`src/verilog/hsp_pkg.sv`:
```
`default_nettype none
package hsp_pkg;

  ////////////////////////////////////////////////////////////////////////////
  // clock and timing
  localparam int CLK_MHZ          = 50;
  localparam int STRAP_SETTLE_US  = 20;
  localparam int STRAP_SETTLE_CYC = STRAP_SETTLE_US * CLK_MHZ;
  localparam int STRAP_SAMPLE_CYC = 16;
  localparam int OUT_DELAY_MS     = 50;
  localparam int OUT_DELAY_MAX_MS = 60;
  localparam int OUT_DELAY_CYC    = OUT_DELAY_MS * 1000 * CLK_MHZ;
  localparam int TIMER_W          = 22;

  ////////////////////////////////////////////////////////////////////////////
  // ports and synchroniser lanes
  localparam int NUM_PORTS = 4;
  localparam int SYNC_W    = 9;
  localparam int LANE_RST  = 0;
  localparam int LANE_PSS  = 1;
  localparam int LANE_GANG = 2;
  localparam int LANE_SCL  = 3;
  localparam int LANE_SDA  = 4;
  localparam int LANE_OC   = 5;
  // power select lane idles at bus powered, the rest at their pull-up level
  localparam logic [SYNC_W-1:0] SYNC_RST_VAL = 9'h1FD;

  ////////////////////////////////////////////////////////////////////////////
  // register map (byte addresses)
  localparam int ADDR_W = 12;
  localparam logic [ADDR_W-1:0] OFS_CTRL     = 12'h000;
  localparam logic [ADDR_W-1:0] OFS_STATUS   = 12'h004;
  localparam logic [ADDR_W-1:0] OFS_IRQ_STAT = 12'h008;
  localparam logic [ADDR_W-1:0] OFS_IRQ_MASK = 12'h00C;
  localparam logic [ADDR_W-1:0] OFS_LINE     = 12'h010;

  // control fields
  localparam int CTRL_W          = 5;
  localparam int CTRL_POWER_ON   = 0;
  localparam int CTRL_SUSPEND    = 1;
  localparam int CTRL_EEPROM     = 2;
  localparam int CTRL_SCL_LOW    = 3;
  localparam int CTRL_SDA_LOW    = 4;
  localparam logic [CTRL_W-1:0] CTRL_RST = 5'h00;

  // status fields
  localparam int ST_SELF_POWERED = 0;
  localparam int ST_GANG_MODE    = 1;
  localparam int ST_TEST_MODE    = 2;
  localparam int ST_STRAPS_DONE  = 3;
  localparam int ST_PIN_OUTPUT   = 4;
  localparam int ST_OC_LSB       = 8;

  // interrupt fields: overcurrent onset per port, power source change
  localparam int IRQ_W       = 5;
  localparam int IRQ_PSS_CHG = 4;
  localparam logic [IRQ_W-1:0] IRQ_RST = 5'h00;

endpackage
`default_nettype wire

```
`src/verilog/hsp_sync.sv`:
```
`timescale 1ns/10ps
`default_nettype none
module hsp_sync #(
  parameter int              WIDTH   = 1,
  parameter logic [WIDTH-1:0] RST_VAL = '0
) (
  input  wire logic             pclk,
  input  wire logic             presetn,
  input  wire logic [WIDTH-1:0] async_in,
  output logic      [WIDTH-1:0] sync_out
);

  logic [WIDTH-1:0] stage1;

  // first stage feeds only the second
  always_ff @(posedge pclk or negedge presetn) begin
    if (!presetn) begin
      stage1   <= RST_VAL;
      sync_out <= RST_VAL;
    end else begin
      stage1   <= async_in;
      sync_out <= stage1;
    end
  end

endmodule // hsp_sync
`default_nettype wire

```
`src/verilog/hsp_pin_logic.sv`:
```
// How it works
// - while the external reset pin is low, all logic returns to its power-up state.
// - power source select reads 0 as bus powered, 1 as self powered.
// - after reset the switching-mode pin stays an input so its strap can be read.
// - strap 1 (ganged): pin later drives 0 in normal operation, 1 in suspend.
// - strap 0 (individual): pin later drives 1 in normal operation, 0 in suspend.
// - test strap on the clock pin: 0 is normal operation, 1 is test mode.
// - the power-switch enable is active low; low switches port power on.
// - with an EEPROM present the shared pin stays serial data, never power enable.
// - each port's overcurrent input is active low and flags that port only.
// - the test strap pin serves as two-wire EEPROM clock for configuration reads.
// - the switching-mode strap is sampled and settled within 20 us after reset.
// - 50 to 60 ms after reset the pin becomes an output showing the suspend flag.
//
// Implementation choices: the APB slave port and the register offsets.
`timescale 1ns/10ps
`default_nettype none
module hsp_pin_logic
  import hsp_pkg::*;
#(
  parameter int OUT_DELAY = hsp_pkg::OUT_DELAY_CYC
) (
  input  wire logic                          pclk,
  input  wire logic                          presetn,
  input  wire logic [hsp_pkg::ADDR_W-1:0]    paddr,
  input  wire logic                          psel,
  input  wire logic                          penable,
  input  wire logic                          pwrite,
  input  wire logic [31:0]                   pwdata,
  output logic                               pready,
  output logic      [31:0]                   prdata,
  output logic                               pslverr,
  input  wire logic                          ext_reset_low,
  input  wire logic                          power_source_select,
  input  wire logic                          gang_in,
  output logic                               gang_out,
  output logic                               gang_oe,
  input  wire logic                          scl_in,
  output logic                               scl_out,
  output logic                               scl_oe,
  input  wire logic                          sda_in,
  output logic                               sda_out,
  output logic                               sda_oe,
  input  wire logic [hsp_pkg::NUM_PORTS-1:0] port_overcurrent_low,
  output logic                               self_powered,
  output logic                               test_mode,
  output logic                               irq
);

  import hsp_pkg::*;

  ////////////////////////////////////////////////////////////////////////////
  // input synchronisers
  logic [SYNC_W-1:0]    raw_in;
  logic [SYNC_W-1:0]    sync_in;
  logic                 soft_rst;
  logic                 pss_s;
  logic                 gang_s;
  logic                 scl_s;
  logic                 sda_s;
  logic [NUM_PORTS-1:0] oc_s;

  assign raw_in = {port_overcurrent_low, sda_in, scl_in, gang_in,
                   power_source_select, ext_reset_low};

  hsp_sync #(
    .WIDTH   (SYNC_W),
    .RST_VAL (SYNC_RST_VAL)
  ) u_sync (
    .pclk     (pclk),
    .presetn  (presetn),
    .async_in (raw_in),
    .sync_out (sync_in)
  );

  assign soft_rst = ~sync_in[LANE_RST];
  assign pss_s    = sync_in[LANE_PSS];
  assign gang_s   = sync_in[LANE_GANG];
  assign scl_s    = sync_in[LANE_SCL];
  assign sda_s    = sync_in[LANE_SDA];
  assign oc_s     = sync_in[LANE_OC +: NUM_PORTS];

  ////////////////////////////////////////////////////////////////////////////
  // bus decode
  logic              access;
  logic              wr_en;
  logic              rd_en;
  logic              addr_hit;
  logic [CTRL_W-1:0] ctrl;
  logic [IRQ_W-1:0]  irq_stat;
  logic [IRQ_W-1:0]  irq_mask;

  assign access   = psel & penable & ~pready;
  assign wr_en    = access & pwrite;
  assign rd_en    = access & ~pwrite;
  assign addr_hit = (paddr == OFS_CTRL) || (paddr == OFS_STATUS) ||
                    (paddr == OFS_IRQ_STAT) || (paddr == OFS_IRQ_MASK) ||
                    (paddr == OFS_LINE);

  ////////////////////////////////////////////////////////////////////////////
  // strap sampling and output timer
  logic [TIMER_W-1:0] timer;
  logic [TIMER_W-1:0] next_timer;
  logic               straps_done;
  logic               next_straps_done;
  logic               gang_mode;
  logic               next_gang_mode;
  logic               next_test_mode;
  logic               pin_output;
  logic               next_pin_output;
  logic               next_self_powered;
  logic               pss_prev;
  logic               next_pss_prev;
  logic [NUM_PORTS-1:0] oc_prev;
  logic [NUM_PORTS-1:0] next_oc_prev;

  always_comb begin
    next_timer        = timer;
    next_straps_done  = straps_done;
    next_gang_mode    = gang_mode;
    next_test_mode    = test_mode;
    next_pin_output   = pin_output;
    next_self_powered = pss_s;
    next_pss_prev     = pss_s;
    next_oc_prev      = oc_s;
    if (!pin_output) begin
      next_timer = timer + 1'b1;
    end
    if (!straps_done && timer == TIMER_W'(STRAP_SAMPLE_CYC)) begin
      next_gang_mode   = gang_s;
      next_test_mode   = scl_s;
      next_straps_done = 1'b1;
    end
    if (timer == TIMER_W'(OUT_DELAY - 1)) begin
      next_pin_output = 1'b1;
    end
    if (soft_rst) begin
      next_timer        = '0;
      next_straps_done  = 1'b0;
      next_gang_mode    = 1'b0;
      next_test_mode    = 1'b0;
      next_pin_output   = 1'b0;
      next_self_powered = 1'b0;
      next_pss_prev     = pss_s;
      next_oc_prev      = '1;
    end
  end

  always_ff @(posedge pclk or negedge presetn) begin
    if (!presetn) begin
      timer        <= '0;
      straps_done  <= 1'b0;
      gang_mode    <= 1'b0;
      test_mode    <= 1'b0;
      pin_output   <= 1'b0;
      self_powered <= 1'b0;
      pss_prev     <= 1'b0;
      oc_prev      <= '1;
    end else begin
      timer        <= next_timer;
      straps_done  <= next_straps_done;
      gang_mode    <= next_gang_mode;
      test_mode    <= next_test_mode;
      pin_output   <= next_pin_output;
      self_powered <= next_self_powered;
      pss_prev     <= next_pss_prev;
      oc_prev      <= next_oc_prev;
    end
  end

  ////////////////////////////////////////////////////////////////////////////
  // registers, events and interrupt
  logic [CTRL_W-1:0]    next_ctrl;
  logic [IRQ_W-1:0]     next_irq_stat;
  logic [IRQ_W-1:0]     next_irq_mask;
  logic [IRQ_W-1:0]     events;
  logic                 next_irq;

  always_comb begin
    events                  = '0;
    events[NUM_PORTS-1:0]   = oc_prev & ~oc_s;
    events[IRQ_PSS_CHG]     = straps_done & (pss_prev ^ pss_s); // no change event before settle
    next_ctrl               = ctrl;
    next_irq_mask           = irq_mask;
    next_irq_stat           = irq_stat;
    if (wr_en && paddr == OFS_CTRL) begin
      next_ctrl = pwdata[CTRL_W-1:0];
      // eeprom role is sticky until reset
      next_ctrl[CTRL_EEPROM] = ctrl[CTRL_EEPROM] | pwdata[CTRL_EEPROM];
    end
    if (wr_en && paddr == OFS_IRQ_MASK) begin
      next_irq_mask = pwdata[IRQ_W-1:0];
    end
    if (wr_en && paddr == OFS_IRQ_STAT) begin
      next_irq_stat = irq_stat & ~pwdata[IRQ_W-1:0];
    end
    // set wins over clear
    next_irq_stat = next_irq_stat | events;
    if (soft_rst) begin
      next_ctrl     = CTRL_RST;
      next_irq_mask = IRQ_RST;
      next_irq_stat = IRQ_RST;
    end
    next_irq = |(next_irq_stat & next_irq_mask);
  end

  always_ff @(posedge pclk or negedge presetn) begin
    if (!presetn) begin
      ctrl     <= CTRL_RST;
      irq_mask <= IRQ_RST;
      irq_stat <= IRQ_RST;
      irq      <= 1'b0;
    end else begin
      ctrl     <= next_ctrl;
      irq_mask <= next_irq_mask;
      irq_stat <= next_irq_stat;
      irq      <= next_irq;
    end
  end

  ////////////////////////////////////////////////////////////////////////////
  // apb answer
  logic [31:0] next_prdata;
  logic        next_pready;
  logic        next_pslverr;

  always_comb begin
    next_pready  = access;
    next_pslverr = access & ~addr_hit;
    next_prdata  = 32'h0000_0000;
    if (rd_en) begin
      unique case (paddr)
        OFS_CTRL: begin
          next_prdata[CTRL_W-1:0] = ctrl;
        end
        OFS_STATUS: begin
          next_prdata[ST_SELF_POWERED]            = self_powered;
          next_prdata[ST_GANG_MODE]               = gang_mode;
          next_prdata[ST_TEST_MODE]               = test_mode;
          next_prdata[ST_STRAPS_DONE]             = straps_done;
          next_prdata[ST_PIN_OUTPUT]              = pin_output;
          next_prdata[ST_OC_LSB +: NUM_PORTS]     = ~oc_s;
        end
        OFS_IRQ_STAT: begin
          next_prdata[IRQ_W-1:0] = irq_stat;
        end
        OFS_IRQ_MASK: begin
          next_prdata[IRQ_W-1:0] = irq_mask;
        end
        OFS_LINE: begin
          next_prdata[0] = scl_s;
          next_prdata[1] = sda_s;
        end
        default: begin
          next_prdata = 32'h0000_0000;
        end
      endcase
    end
  end

  always_ff @(posedge pclk or negedge presetn) begin
    if (!presetn) begin
      pready  <= 1'b0;
      pslverr <= 1'b0;
      prdata  <= 32'h0000_0000;
    end else begin
      pready  <= next_pready;
      pslverr <= next_pslverr;
      prdata  <= next_prdata;
    end
  end

  ////////////////////////////////////////////////////////////////////////////
  // pin drivers
  logic next_gang_out;
  logic next_gang_oe;
  logic next_scl_out;
  logic next_scl_oe;
  logic next_sda_out;
  logic next_sda_oe;
  logic eeprom_role;

  assign eeprom_role = ctrl[CTRL_EEPROM];

  always_comb begin
    // held as input until the output phase
    next_gang_oe = pin_output & ~soft_rst;
    if (gang_mode) begin
      next_gang_out = ctrl[CTRL_SUSPEND];
    end else begin
      next_gang_out = ~ctrl[CTRL_SUSPEND];
    end
    // open-drain eeprom clock, released in test mode or as strap
    next_scl_out = 1'b0;
    next_scl_oe  = eeprom_role & straps_done & ~test_mode & ctrl[CTRL_SCL_LOW];
    if (eeprom_role) begin
      next_sda_out = 1'b0;
      next_sda_oe  = ctrl[CTRL_SDA_LOW];
    end else begin
      next_sda_out = ~ctrl[CTRL_POWER_ON];
      next_sda_oe  = 1'b1;
    end
    if (soft_rst) begin
      next_gang_out = 1'b0;
      next_scl_oe   = 1'b0;
      next_sda_out  = 1'b1;
      next_sda_oe   = 1'b1;
    end
  end

  always_ff @(posedge pclk or negedge presetn) begin
    if (!presetn) begin
      gang_out <= 1'b0;
      gang_oe  <= 1'b0;
      scl_out  <= 1'b0;
      scl_oe   <= 1'b0;
      sda_out  <= 1'b1;
      sda_oe   <= 1'b1;
    end else begin
      gang_out <= next_gang_out;
      gang_oe  <= next_gang_oe;
      scl_out  <= next_scl_out;
      scl_oe   <= next_scl_oe;
      sda_out  <= next_sda_out;
      sda_oe   <= next_sda_oe;
    end
  end

endmodule // hsp_pin_logic
`default_nettype wire

```
`config.mk`:
```
export PLATFORM = sky130hd
export DESIGN_NAME = hsp_pin_logic
export DESIGN_NICKNAME = d
export VERILOG_FILES = /design/src/verilog/hsp_pkg.sv /design/src/verilog/hsp_sync.sv /design/src/verilog/hsp_pin_logic.sv
export SDC_FILE = /design/constraint.sdc
export NUM_CORES = 1
export LEC_CHECK = 0
export ABC_AREA = 1
export BUFFER_PORTS_ARGS = -buffer_cell sky130_fd_sc_hd__buf_2
export CORE_MARGIN = 8
export CORE_UTILIZATION = 45
export CTS_BUF_LIST = sky130_fd_sc_hd__clkbuf_8
export DETAILED_ROUTE_END_ITERATION = 10
export HOLD_SLACK_MARGIN = 0.15
export PLACE_DENSITY = 0.69
export SYNTH_ARGS = -nofsm -noshare
export SYNTH_HDL_FRONTEND = slang
export SYNTH_SLANG_ARGS = --single-unit
```
`constraint.sdc`:
```
create_clock -name pclk -period 4.9 [get_ports pclk]
set_clock_uncertainty 0.05 [all_clocks]
set_input_delay 0.98 -clock pclk [delete_from_list [all_inputs] [get_ports pclk]]
set_output_delay 0.98 -clock pclk [all_outputs]
set_load 0.02 [all_outputs]
```
==> results of run 1 <==
[path summary, 6_finish.rpt]
kind | startpoint | endpoint | cells past startpoint
max reg2reg | u_sync.sync_out[0] | irq | 7
max | u_sync.sync_out[0] | irq | 7
min reg2reg | u_sync.stage1[4] | u_sync.sync_out[4] | 0
min | u_sync.stage1[4] | u_sync.sync_out[4] | 0
min in group asynchronous | presetn | timer[6] | 1
max in group asynchronous | presetn | gang_oe | 1
[metrics by stage]
| step | total power [mW] | util |
|---|---|---|
| 6_report | 1.29 | 0.518 |
| 5_1_grt | 1.35 | 0.518 |
| 4_1_cts | 1.31 | 0.518 |
| 3_5_place_dp | 0.819 | 0.495 |
| 3_3_place_gp | 0.816 | 0.495 |
| 2_1_floorplan | 0.791 | - |
[area by class of cell]
cell class,instances,area [sq um],area share
clock buffer,9,124,0.0273
multi-input combinational,305,1610,0.355
tap,108,135,0.0298
sequential,82,2080,0.458
clock inverter,7,76.3,0.0168
timing repair buffer,49,248,0.0546
inverter,70,263,0.0579
[power by group]
group	internal, mW	switching [mW]
clock network	0.203	0.284
registers	0.702	0.0153
logic	0.0234	0.0654
total	0.929	0.365
[worst reg2reg max path, delay by kind of cell (launching register included)]
kind                   cells  cell delay (ns)
DFF                        1             1.07
and+or+nand+nor            5             0.75
AOI/OAI and AO/OA          1             0.06
buffers and inverters      1             0.48
[routing by layer]
metal  track usage  vias to the layer above  share of wire
met1         0.196                     1474           0.46
met4        0.0578                        0          0.014
met5             0                        -              0
met2         0.211                      116           0.44
li1              -                     1558              -
met3        0.0444                       10          0.076
[cell families (layout without fill, tap and decap cells)]
group                      Yosys count  after routing  synth area share
DFF                                 82             82             0.509
other                                1             24          0.000918
adders and majority gates            2              2           0.00612
and+or+nand+nor                    223            223             0.286
AOI/OAI and AO/OA                   56             56            0.0806
buffers and inverters              101            135             0.118
[flip-flops by register name, summed over array words and instances, names as in the netlist, 4 cells and up]
signal / cells
prdata: 9
u_sync.sync_out: 9
irq_stat: 5
oc_prev: 4
u_sync.stage1: 9
ctrl: 5
timer: 22
irq_mask: 5
[synth_stat cells]
cell type / instances
sky130_fd_sc_hd__clkbuf_1: 2
sky130_fd_sc_hd__inv_2: 3
sky130_fd_sc_hd__buf_2: 3
sky130_fd_sc_hd__o21ai_0: 19
sky130_fd_sc_hd__o31ai_4: 1
sky130_fd_sc_hd__nor2_4: 9
sky130_fd_sc_hd__dfstp_2: 22
sky130_fd_sc_hd__or2_1: 1
sky130_fd_sc_hd__nand3_2: 2
sky130_fd_sc_hd__a211oi_1: 1
sky130_fd_sc_hd__nand4_1: 14
sky130_fd_sc_hd__o22ai_1: 5
sky130_fd_sc_hd__nand3_4: 2
sky130_fd_sc_hd__nor2_2: 5
sky130_fd_sc_hd__nor4_2: 1
sky130_fd_sc_hd__buf_1: 1
sky130_fd_sc_hd__nor2_1: 44
sky130_fd_sc_hd__inv_1: 67
sky130_fd_sc_hd__nor2_8: 1
sky130_fd_sc_hd__and2_1: 1
sky130_fd_sc_hd__nand2_2: 8
sky130_fd_sc_hd__nand2_1: 73
sky130_fd_sc_hd__buf_4: 24
sky130_fd_sc_hd__nor3_2: 5
sky130_fd_sc_hd__o21ai_1: 7
sky130_fd_sc_hd__a41oi_1: 1
sky130_fd_sc_hd__nor3_1: 9
sky130_fd_sc_hd__o21ai_2: 1
sky130_fd_sc_hd__or2_2: 2
sky130_fd_sc_hd__nor3_4: 1
sky130_fd_sc_hd__and3_1: 1
sky130_fd_sc_hd__a21oi_1: 15
sky130_fd_sc_hd__o21a_1: 3
sky130_fd_sc_hd__ha_1: 2
sky130_fd_sc_hd__o221ai_1: 1
sky130_fd_sc_hd__conb_1: 1
sky130_fd_sc_hd__o211ai_1: 1
sky130_fd_sc_hd__buf_6: 1
sky130_fd_sc_hd__a21o_1: 1
sky130_fd_sc_hd__dfrtp_1: 60
sky130_fd_sc_hd__nand3_1: 38
sky130_fd_sc_hd__nor4_1: 6
==> impl_metrics.prom, run 1 <==
# TYPE chip_impl_metric gauge
chip_impl_info{name="result_of_the_run",value="finished, final reports clean"} 1
chip_impl_info{name="grt_setup_unrepaired",value="false"} 1
chip_impl_metric{name="route.detailed.drc",unit=""} 0
chip_impl_info{name="most_common_cell_after_layout_fill_and_taps_aside",value="sky130_fd_sc_hd__nand2_1"} 1
chip_impl_metric{name="maximum_frequency_from_static_timing_analysis",unit="GHz"} 0.409
chip_impl_info{name="criticalPathCategory",value="reg2reg"} 1
chip_impl_metric{name="first_pass_grt_wire_length",unit="um"} 15000
chip_impl_metric{name="cts-root-to-sink-buffers",unit=""} 2
chip_impl_metric{name="path_buf_inv",unit=""} 1
chip_impl_metric{name="fin_nets",unit=""} 577
chip_impl_metric{name="slew_of_the_pin_with_the_lowest_slew_margin",unit="ns"} 0.974
chip_impl_metric{name="routedWlPerCell",unit="um"} 14.2
chip_impl_metric{name="start_util",unit=""} 0.466
chip_impl_metric{name="finalSetupViolations",unit=""} 0
chip_impl_metric{name="period_share",unit=""} 0.499
chip_impl_metric{name="first_iter_violations",unit=""} 277
chip_impl_metric{name="antenna_cells_inserted",unit=""} 0
chip_impl_metric{name="numClockSinks",unit=""} 82
chip_impl_metric{name="period_minus_slack",unit="ns"} 2.44
chip_impl_metric{name="ctsHtreeMaxLevel",unit=""} 3
chip_impl_info{name="worstSetupStartpointType",value="flip-flop"} 1
chip_impl_info{name="most-common-layout-cells",value="sky130_fd_sc_hd__nand2_1, sky130_fd_sc_hd__inv_1, sky130_fd_sc_hd__dfrtp_1"} 1
chip_impl_info{name="top_cells_by_area_in_the_synthesized_netlist",value="sky130_fd_sc_hd__dfrtp_1, sky130_fd_sc_hd__dfstp_2, sky130_fd_sc_hd__nand2_1, sky130_fd_sc_hd__inv_1, sky130_fd_sc_hd__nand3_1"} 1
chip_impl_metric{name="dp_cells",unit=""} 614
chip_impl_metric{name="post_route_cells_drive_above_1_share",unit=""} 0.245
chip_impl_metric{name="final_cells",unit=""} 630
chip_impl_metric{name="number_of_antenna_violations_at_the_first_check_in_global_routing",unit=""} 0
chip_impl_info{name="root_buf_cell",value="sky130_fd_sc_hd__clkbuf_8"} 1
chip_impl_metric{name="drt_pass1_iterations",unit=""} 5
chip_impl_metric{name="placement.setup.worst_slack",unit="ns"} 2.42
chip_impl_info{name="hp-class",value="reg2reg"} 1
chip_impl_metric{name="grt_max_degree",unit=""} 83
chip_impl_metric{name="finalWirelength",unit="um"} 8920
chip_impl_metric{name="post_cts.resized_instances",unit=""} 0
chip_impl_metric{name="die_h",unit="um"} 111
chip_impl_metric{name="worst_ep_arrival_time",unit="ns"} 2.70
chip_impl_metric{name="leakage",unit="nW"} 2.22
chip_impl_metric{name="n_fill_cell",unit=""} 815
chip_impl_metric{name="critical_path.max_stage_delay",unit="ns"} 1.07
chip_impl_metric{name="via_per_inst",unit=""} 5.01
chip_impl_metric{name="timing_hold_violations_final",unit=""} 0
chip_impl_metric{name="postSynthCellCount",unit=""} 465
chip_impl_metric{name="die-width",unit="um"} 111
chip_impl_metric{name="ys_warn_count",unit=""} 0
chip_impl_info{name="synth_top_cell_by_area",value="sky130_fd_sc_hd__dfrtp_1"} 1
chip_impl_metric{name="number_of_routed_nets_with_antenna_violations",unit=""} 0
chip_impl_metric{name="total_global_routing_track_utilization",unit=""} 0.145
chip_impl_metric{name="max-cap-violations",unit=""} 0
chip_impl_metric{name="first_global_vias",unit=""} 3155
chip_impl_metric{name="numCtsBuffers",unit=""} 9
chip_impl_metric{name="peak_supply_drop",unit="mV"} 0.147
chip_impl_metric{name="cp.required",unit="ns"} 5.16
chip_impl_info{name="cts_tree",value="done"} 1
chip_impl_metric{name="yosysTopAreaCellShare",unit=""} 0.368
chip_impl_metric{name="timing_max_transition_violations_final",unit=""} 0
chip_impl_metric{name="finish.instance_area",unit="sq um"} 4540
chip_impl_metric{name="max_slew_margin",unit=""} 0.351
chip_impl_metric{name="setup_tns",unit="ns"} 0
chip_impl_metric{name="synthToLayoutAreaGrowth",unit="%"} 11.1
chip_impl_info{name="cp_capture_type",value="flip-flop"} 1
chip_impl_metric{name="ys_seq_elements",unit=""} 82
chip_impl_metric{name="worst_slack",unit="ns"} 2.46
chip_impl_metric{name="dr_vias",unit=""} 3158
chip_impl_metric{name="placedInstanceArea",unit="sq um"} 4340
chip_impl_metric{name="fin_hold_ws",unit="ns"} 0.308
chip_impl_metric{name="crit_fanout",unit=""} 41
chip_impl_info{name="critical-path-slowest-cell",value="sky130_fd_sc_hd__dfstp_2"} 1
chip_impl_metric{name="core",unit="sq um"} 8760
chip_impl_info{name="cell_type_with_the_highest_occurrence_count_on_the_critical_path",value="sky130_fd_sc_hd__nor2_1"} 1
chip_impl_metric{name="finalWeightedCongestion",unit=""} 0.869
chip_impl_metric{name="cts-hold-fix-buffers",unit=""} 0
chip_impl_metric{name="synth.lib_cells_used.distinct",unit=""} 42
chip_impl_metric{name="rows",unit=""} 34
chip_impl_metric{name="gr-total-overflow",unit=""} 0
chip_impl_metric{name="avgSynthCellArea",unit="sq um"} 8.79
chip_impl_info{name="crit_chain",value="inv_1, or2_2, nor2_1, a21oi_1, nor2_1, nor2_1, nand2_1"} 1
chip_impl_metric{name="postCtsSetupRepairBufs",unit=""} 0
chip_impl_metric{name="portion_of_the_post_synthesis_area_used_by_sequential_elements",unit=""} 0.509
chip_impl_metric{name="clock_latency",unit="ns"} 0.36
chip_impl_metric{name="buffer_ports.inserted",unit=""} 49
chip_impl_metric{name="p_per_area",unit="nW/um^2"} 285
chip_impl_metric{name="full_die_area",unit="sq um"} 12400
chip_impl_info{name="timing.critical_path.max_delay_family",value="flip-flops"} 1
chip_impl_metric{name="detailed_place_hpwl",unit="um"} 6550
chip_impl_metric{name="ioPinCount",unit=""} 101
chip_impl_metric{name="clock_slew_seen_by_the_registers_of_the_worst_setup_and_hold_paths",unit="ns"} 0.11
chip_impl_metric{name="worst-r2r-setup-slack",unit="ns"} 2.46
chip_impl_metric{name="syn-cell-area",unit="sq um"} 4090
No activity file was read; power rests on OpenSTA's default activity.
==> run 2: changes to the inputs <==
clock period = 2.5 ns   (was 4.9 ns; I/O delays follow)
==> run 2 against run 1 <==
Cell count up 0.63%. Register-to-register slack worse by 1.9 ns. Design area up 1.0%. Flip-flop and latch count unchanged. Worst setup slack worse by 1.9 ns. Clock power up 98%. Combinational power up 110%. Clock-buffer cell count unchanged. Critical path depth unchanged. Highest routed layer unchanged.
==> impl_metrics.prom, run 2 (synthesis gave the netlist of run 1 again) <==
# TYPE chip_impl_metric gauge
chip_impl_info{name="root_buf_cell",value="sky130_fd_sc_hd__clkbuf_8"} 1
chip_impl_metric{name="worst_ep_arrival_time",unit="ns"} 2.19
chip_impl_metric{name="post_route_cells_drive_above_1_share",unit=""} 0.249
chip_impl_metric{name="period_minus_slack",unit="ns"} 1.94
chip_impl_info{name="criticalPathCategory",value="reg2reg"} 1
chip_impl_metric{name="p_int",unit="mW"} 1.83
chip_impl_metric{name="start_util",unit=""} 0.466
chip_impl_metric{name="full_die_area",unit="sq um"} 12400
chip_impl_metric{name="drt_pass1_iterations",unit=""} 4
chip_impl_metric{name="numClockSinks",unit=""} 82
chip_impl_info{name="worstSetupStartpointType",value="flip-flop"} 1
chip_impl_info{name="cp_capture_type",value="flip-flop"} 1
chip_impl_metric{name="number_of_antenna_violations_at_the_first_check_in_global_routing",unit=""} 0
chip_impl_metric{name="synthToLayoutAreaGrowth",unit="%"} 12.2
chip_impl_metric{name="final_cells",unit=""} 634
chip_impl_metric{name="period_share",unit=""} 0.775
chip_impl_metric{name="leakage",unit="nW"} 2.24
chip_impl_info{name="critical-path-slowest-cell",value="sky130_fd_sc_hd__dfstp_2"} 1
chip_impl_metric{name="first_global_vias",unit=""} 3243
chip_impl_metric{name="ioPinCount",unit=""} 101
chip_impl_metric{name="buffer_ports.inserted",unit=""} 49
chip_impl_info{name="cell_type_with_the_highest_occurrence_count_on_the_critical_path",value="sky130_fd_sc_hd__nor2_1"} 1
chip_impl_metric{name="dr_vias",unit=""} 3264
chip_impl_metric{name="finalWirelength",unit="um"} 9060
chip_impl_metric{name="number_of_routed_nets_with_antenna_violations",unit=""} 0
chip_impl_metric{name="peak_supply_drop",unit="mV"} 0.357
chip_impl_metric{name="p_per_area",unit="nW/um^2"} 557
chip_impl_info{name="most-common-layout-cells",value="sky130_fd_sc_hd__nand2_1, sky130_fd_sc_hd__inv_1, sky130_fd_sc_hd__dfrtp_1"} 1
chip_impl_metric{name="post_cts.resized_instances",unit=""} 0
chip_impl_info{name="cts_tree",value="done"} 1
chip_impl_metric{name="register_share_of_total_power",unit=""} 0.548
chip_impl_info{name="result_of_the_run",value="finished, final reports clean"} 1
chip_impl_metric{name="cp.required",unit="ns"} 2.75
chip_impl_info{name="timing.critical_path.max_delay_family",value="flip-flops"} 1
chip_impl_metric{name="setup_tns",unit="ns"} 0
chip_impl_metric{name="switching_share",unit=""} 0.284
chip_impl_metric{name="dp_cells",unit=""} 617
chip_impl_metric{name="postCtsSetupRepairBufs",unit=""} 0
chip_impl_metric{name="power_frac_clock",unit=""} 0.378
chip_impl_metric{name="first_pass_grt_wire_length",unit="um"} 15200
chip_impl_metric{name="total_global_routing_track_utilization",unit=""} 0.148
chip_impl_metric{name="die-width",unit="um"} 111
chip_impl_metric{name="gr-total-overflow",unit=""} 0
chip_impl_metric{name="antenna_cells_inserted",unit=""} 0
chip_impl_metric{name="detailed_place_hpwl",unit="um"} 6930
chip_impl_metric{name="timing_max_transition_violations_final",unit=""} 0
chip_impl_metric{name="numCtsBuffers",unit=""} 9
chip_impl_metric{name="crit_fanout",unit=""} 17
chip_impl_info{name="hp-class",value="in2reg"} 1
chip_impl_metric{name="max-cap-violations",unit=""} 0
chip_impl_metric{name="via_per_inst",unit=""} 5.15
chip_impl_info{name="largest-register",value="timer"} 1
chip_impl_metric{name="finalWeightedCongestion",unit=""} 0.881
chip_impl_metric{name="maximum_frequency_from_static_timing_analysis",unit="GHz"} 0.516
chip_impl_metric{name="combPwrFrac",unit=""} 0.075
chip_impl_metric{name="first_iter_violations",unit=""} 151
chip_impl_metric{name="slew_of_the_pin_with_the_lowest_slew_margin",unit="ns"} 0.513
chip_impl_metric{name="route.detailed.drc",unit=""} 0
chip_impl_info{name="most_common_cell_after_layout_fill_and_taps_aside",value="sky130_fd_sc_hd__nand2_1"} 1
chip_impl_metric{name="routedWlPerCell",unit="um"} 14.3
chip_impl_info{name="crit_chain",value="inv_1, or2_2, nor2_1, a21oi_1, nor2_1, nor2_1, nand2_1"} 1
chip_impl_metric{name="core",unit="sq um"} 8760
chip_impl_metric{name="clock_latency",unit="ns"} 0.36
chip_impl_metric{name="ctsHtreeMaxLevel",unit=""} 3
chip_impl_metric{name="rows",unit=""} 34
chip_impl_metric{name="critical_path.max_stage_delay",unit="ns"} 0.76
chip_impl_metric{name="cts-hold-fix-buffers",unit=""} 1
chip_impl_metric{name="timing_hold_violations_final",unit=""} 0
chip_impl_metric{name="die_h",unit="um"} 111
chip_impl_metric{name="largest_register_ff_count",unit=""} 22
chip_impl_metric{name="finalSetupViolations",unit=""} 0
chip_impl_metric{name="p_switching",unit="mW"} 0.724
chip_impl_metric{name="fin_nets",unit=""} 581
chip_impl_metric{name="grt_max_degree",unit=""} 37
chip_impl_metric{name="max_slew_margin",unit=""} 0.658
chip_impl_metric{name="path_buf_inv",unit=""} 1
chip_impl_metric{name="clock_slew_seen_by_the_registers_of_the_worst_setup_and_hold_paths",unit="ns"} 0.10
chip_impl_metric{name="cts-root-to-sink-buffers",unit=""} 2
chip_impl_info{name="grt_setup_unrepaired",value="false"} 1
[run 2: cell types whose count changed in the layout (fill, tap and decap cells not counted)]
| cell | delta |
|---|---|
| sky130_fd_sc_hd__dlygate4sd3_1 | +1 |
| sky130_fd_sc_hd__inv_8 | +1 |
| sky130_fd_sc_hd__inv_6 | -1 |
| sky130_fd_sc_hd__buf_12 | +1 |
| sky130_fd_sc_hd__buf_4 | +2 |
[run 2: worst paths after layout]
check,startpoint,endpoint,slack [ns],cells past startpoint
setup / recovery,u_sync.sync_out[0],irq,0.56,7
hold / removal,port_overcurrent_low[2],u_sync.stage1[7],0.18,1
setup reg to reg,u_sync.sync_out[0],irq,0.56,7
hold reg to reg,u_sync.stage1[6],u_sync.sync_out[6],0.31,0
max in group asynchronous,presetn,u_sync.sync_out[2],1.16,3
min in group asynchronous,presetn,irq_mask[2],0.59,2
[run 2: power by group through the flow]
stage          registers (mW)  logic [mW]  clock network [mW]
6_report                 1.40       0.190               0.964
3_3_place_gp             1.42       0.184                   0
5_1_grt                  1.40       0.215                1.04
4_1_cts                  1.40       0.192               0.990
3_5_place_dp             1.42       0.189                   0
2_1_floorplan            1.42       0.130                   0
[run 2: worst reg2reg max path: cells and delay by family (launching register included)]
kind	cells	cell delay [ns]
flip-flops	1	0.76
AO/OA/AOI/OAI	1	0.06
AND/OR/NAND/NOR	5	0.70
buffers and inverters	1	0.34
[run 2: metrics by stage]
stage / hold WS (ns) / area (sq um) / total power, mW / utilization / worst slack (ns)
after floorplan: 0.154 / 4170 / 1.55 / - / 0.941
after global placement: 0.290 / 4370 / 1.61 / 0.499 / 0.585
after detailed placement: 0.295 / 4370 / 1.61 / 0.499 / 0.544
after CTS: 0.162 / 4580 / 2.58 / 0.523 / 0.552
after global routing: 0.157 / 4580 / 2.65 / 0.523 / 0.409
final: 0.179 / 4580 / 2.55 / 0.523 / 0.563
[run 2: cell type report]
cell class              instances  area (sq um)
clock inverters                 7          78.8
well taps                     108           135
flip-flops and latches         82          2080
clock buffers                   9           124
multi-input cells             305          1610
fillers                       798          4180
repair buffers                 53           293
inverters                      70           263
[run 2: layer usage]
layer	track usage	routed length [um]
met5	0	0
met4	0.0649	208
met3	0.0368	560
met2	0.226	4010
met1	0.193	4280
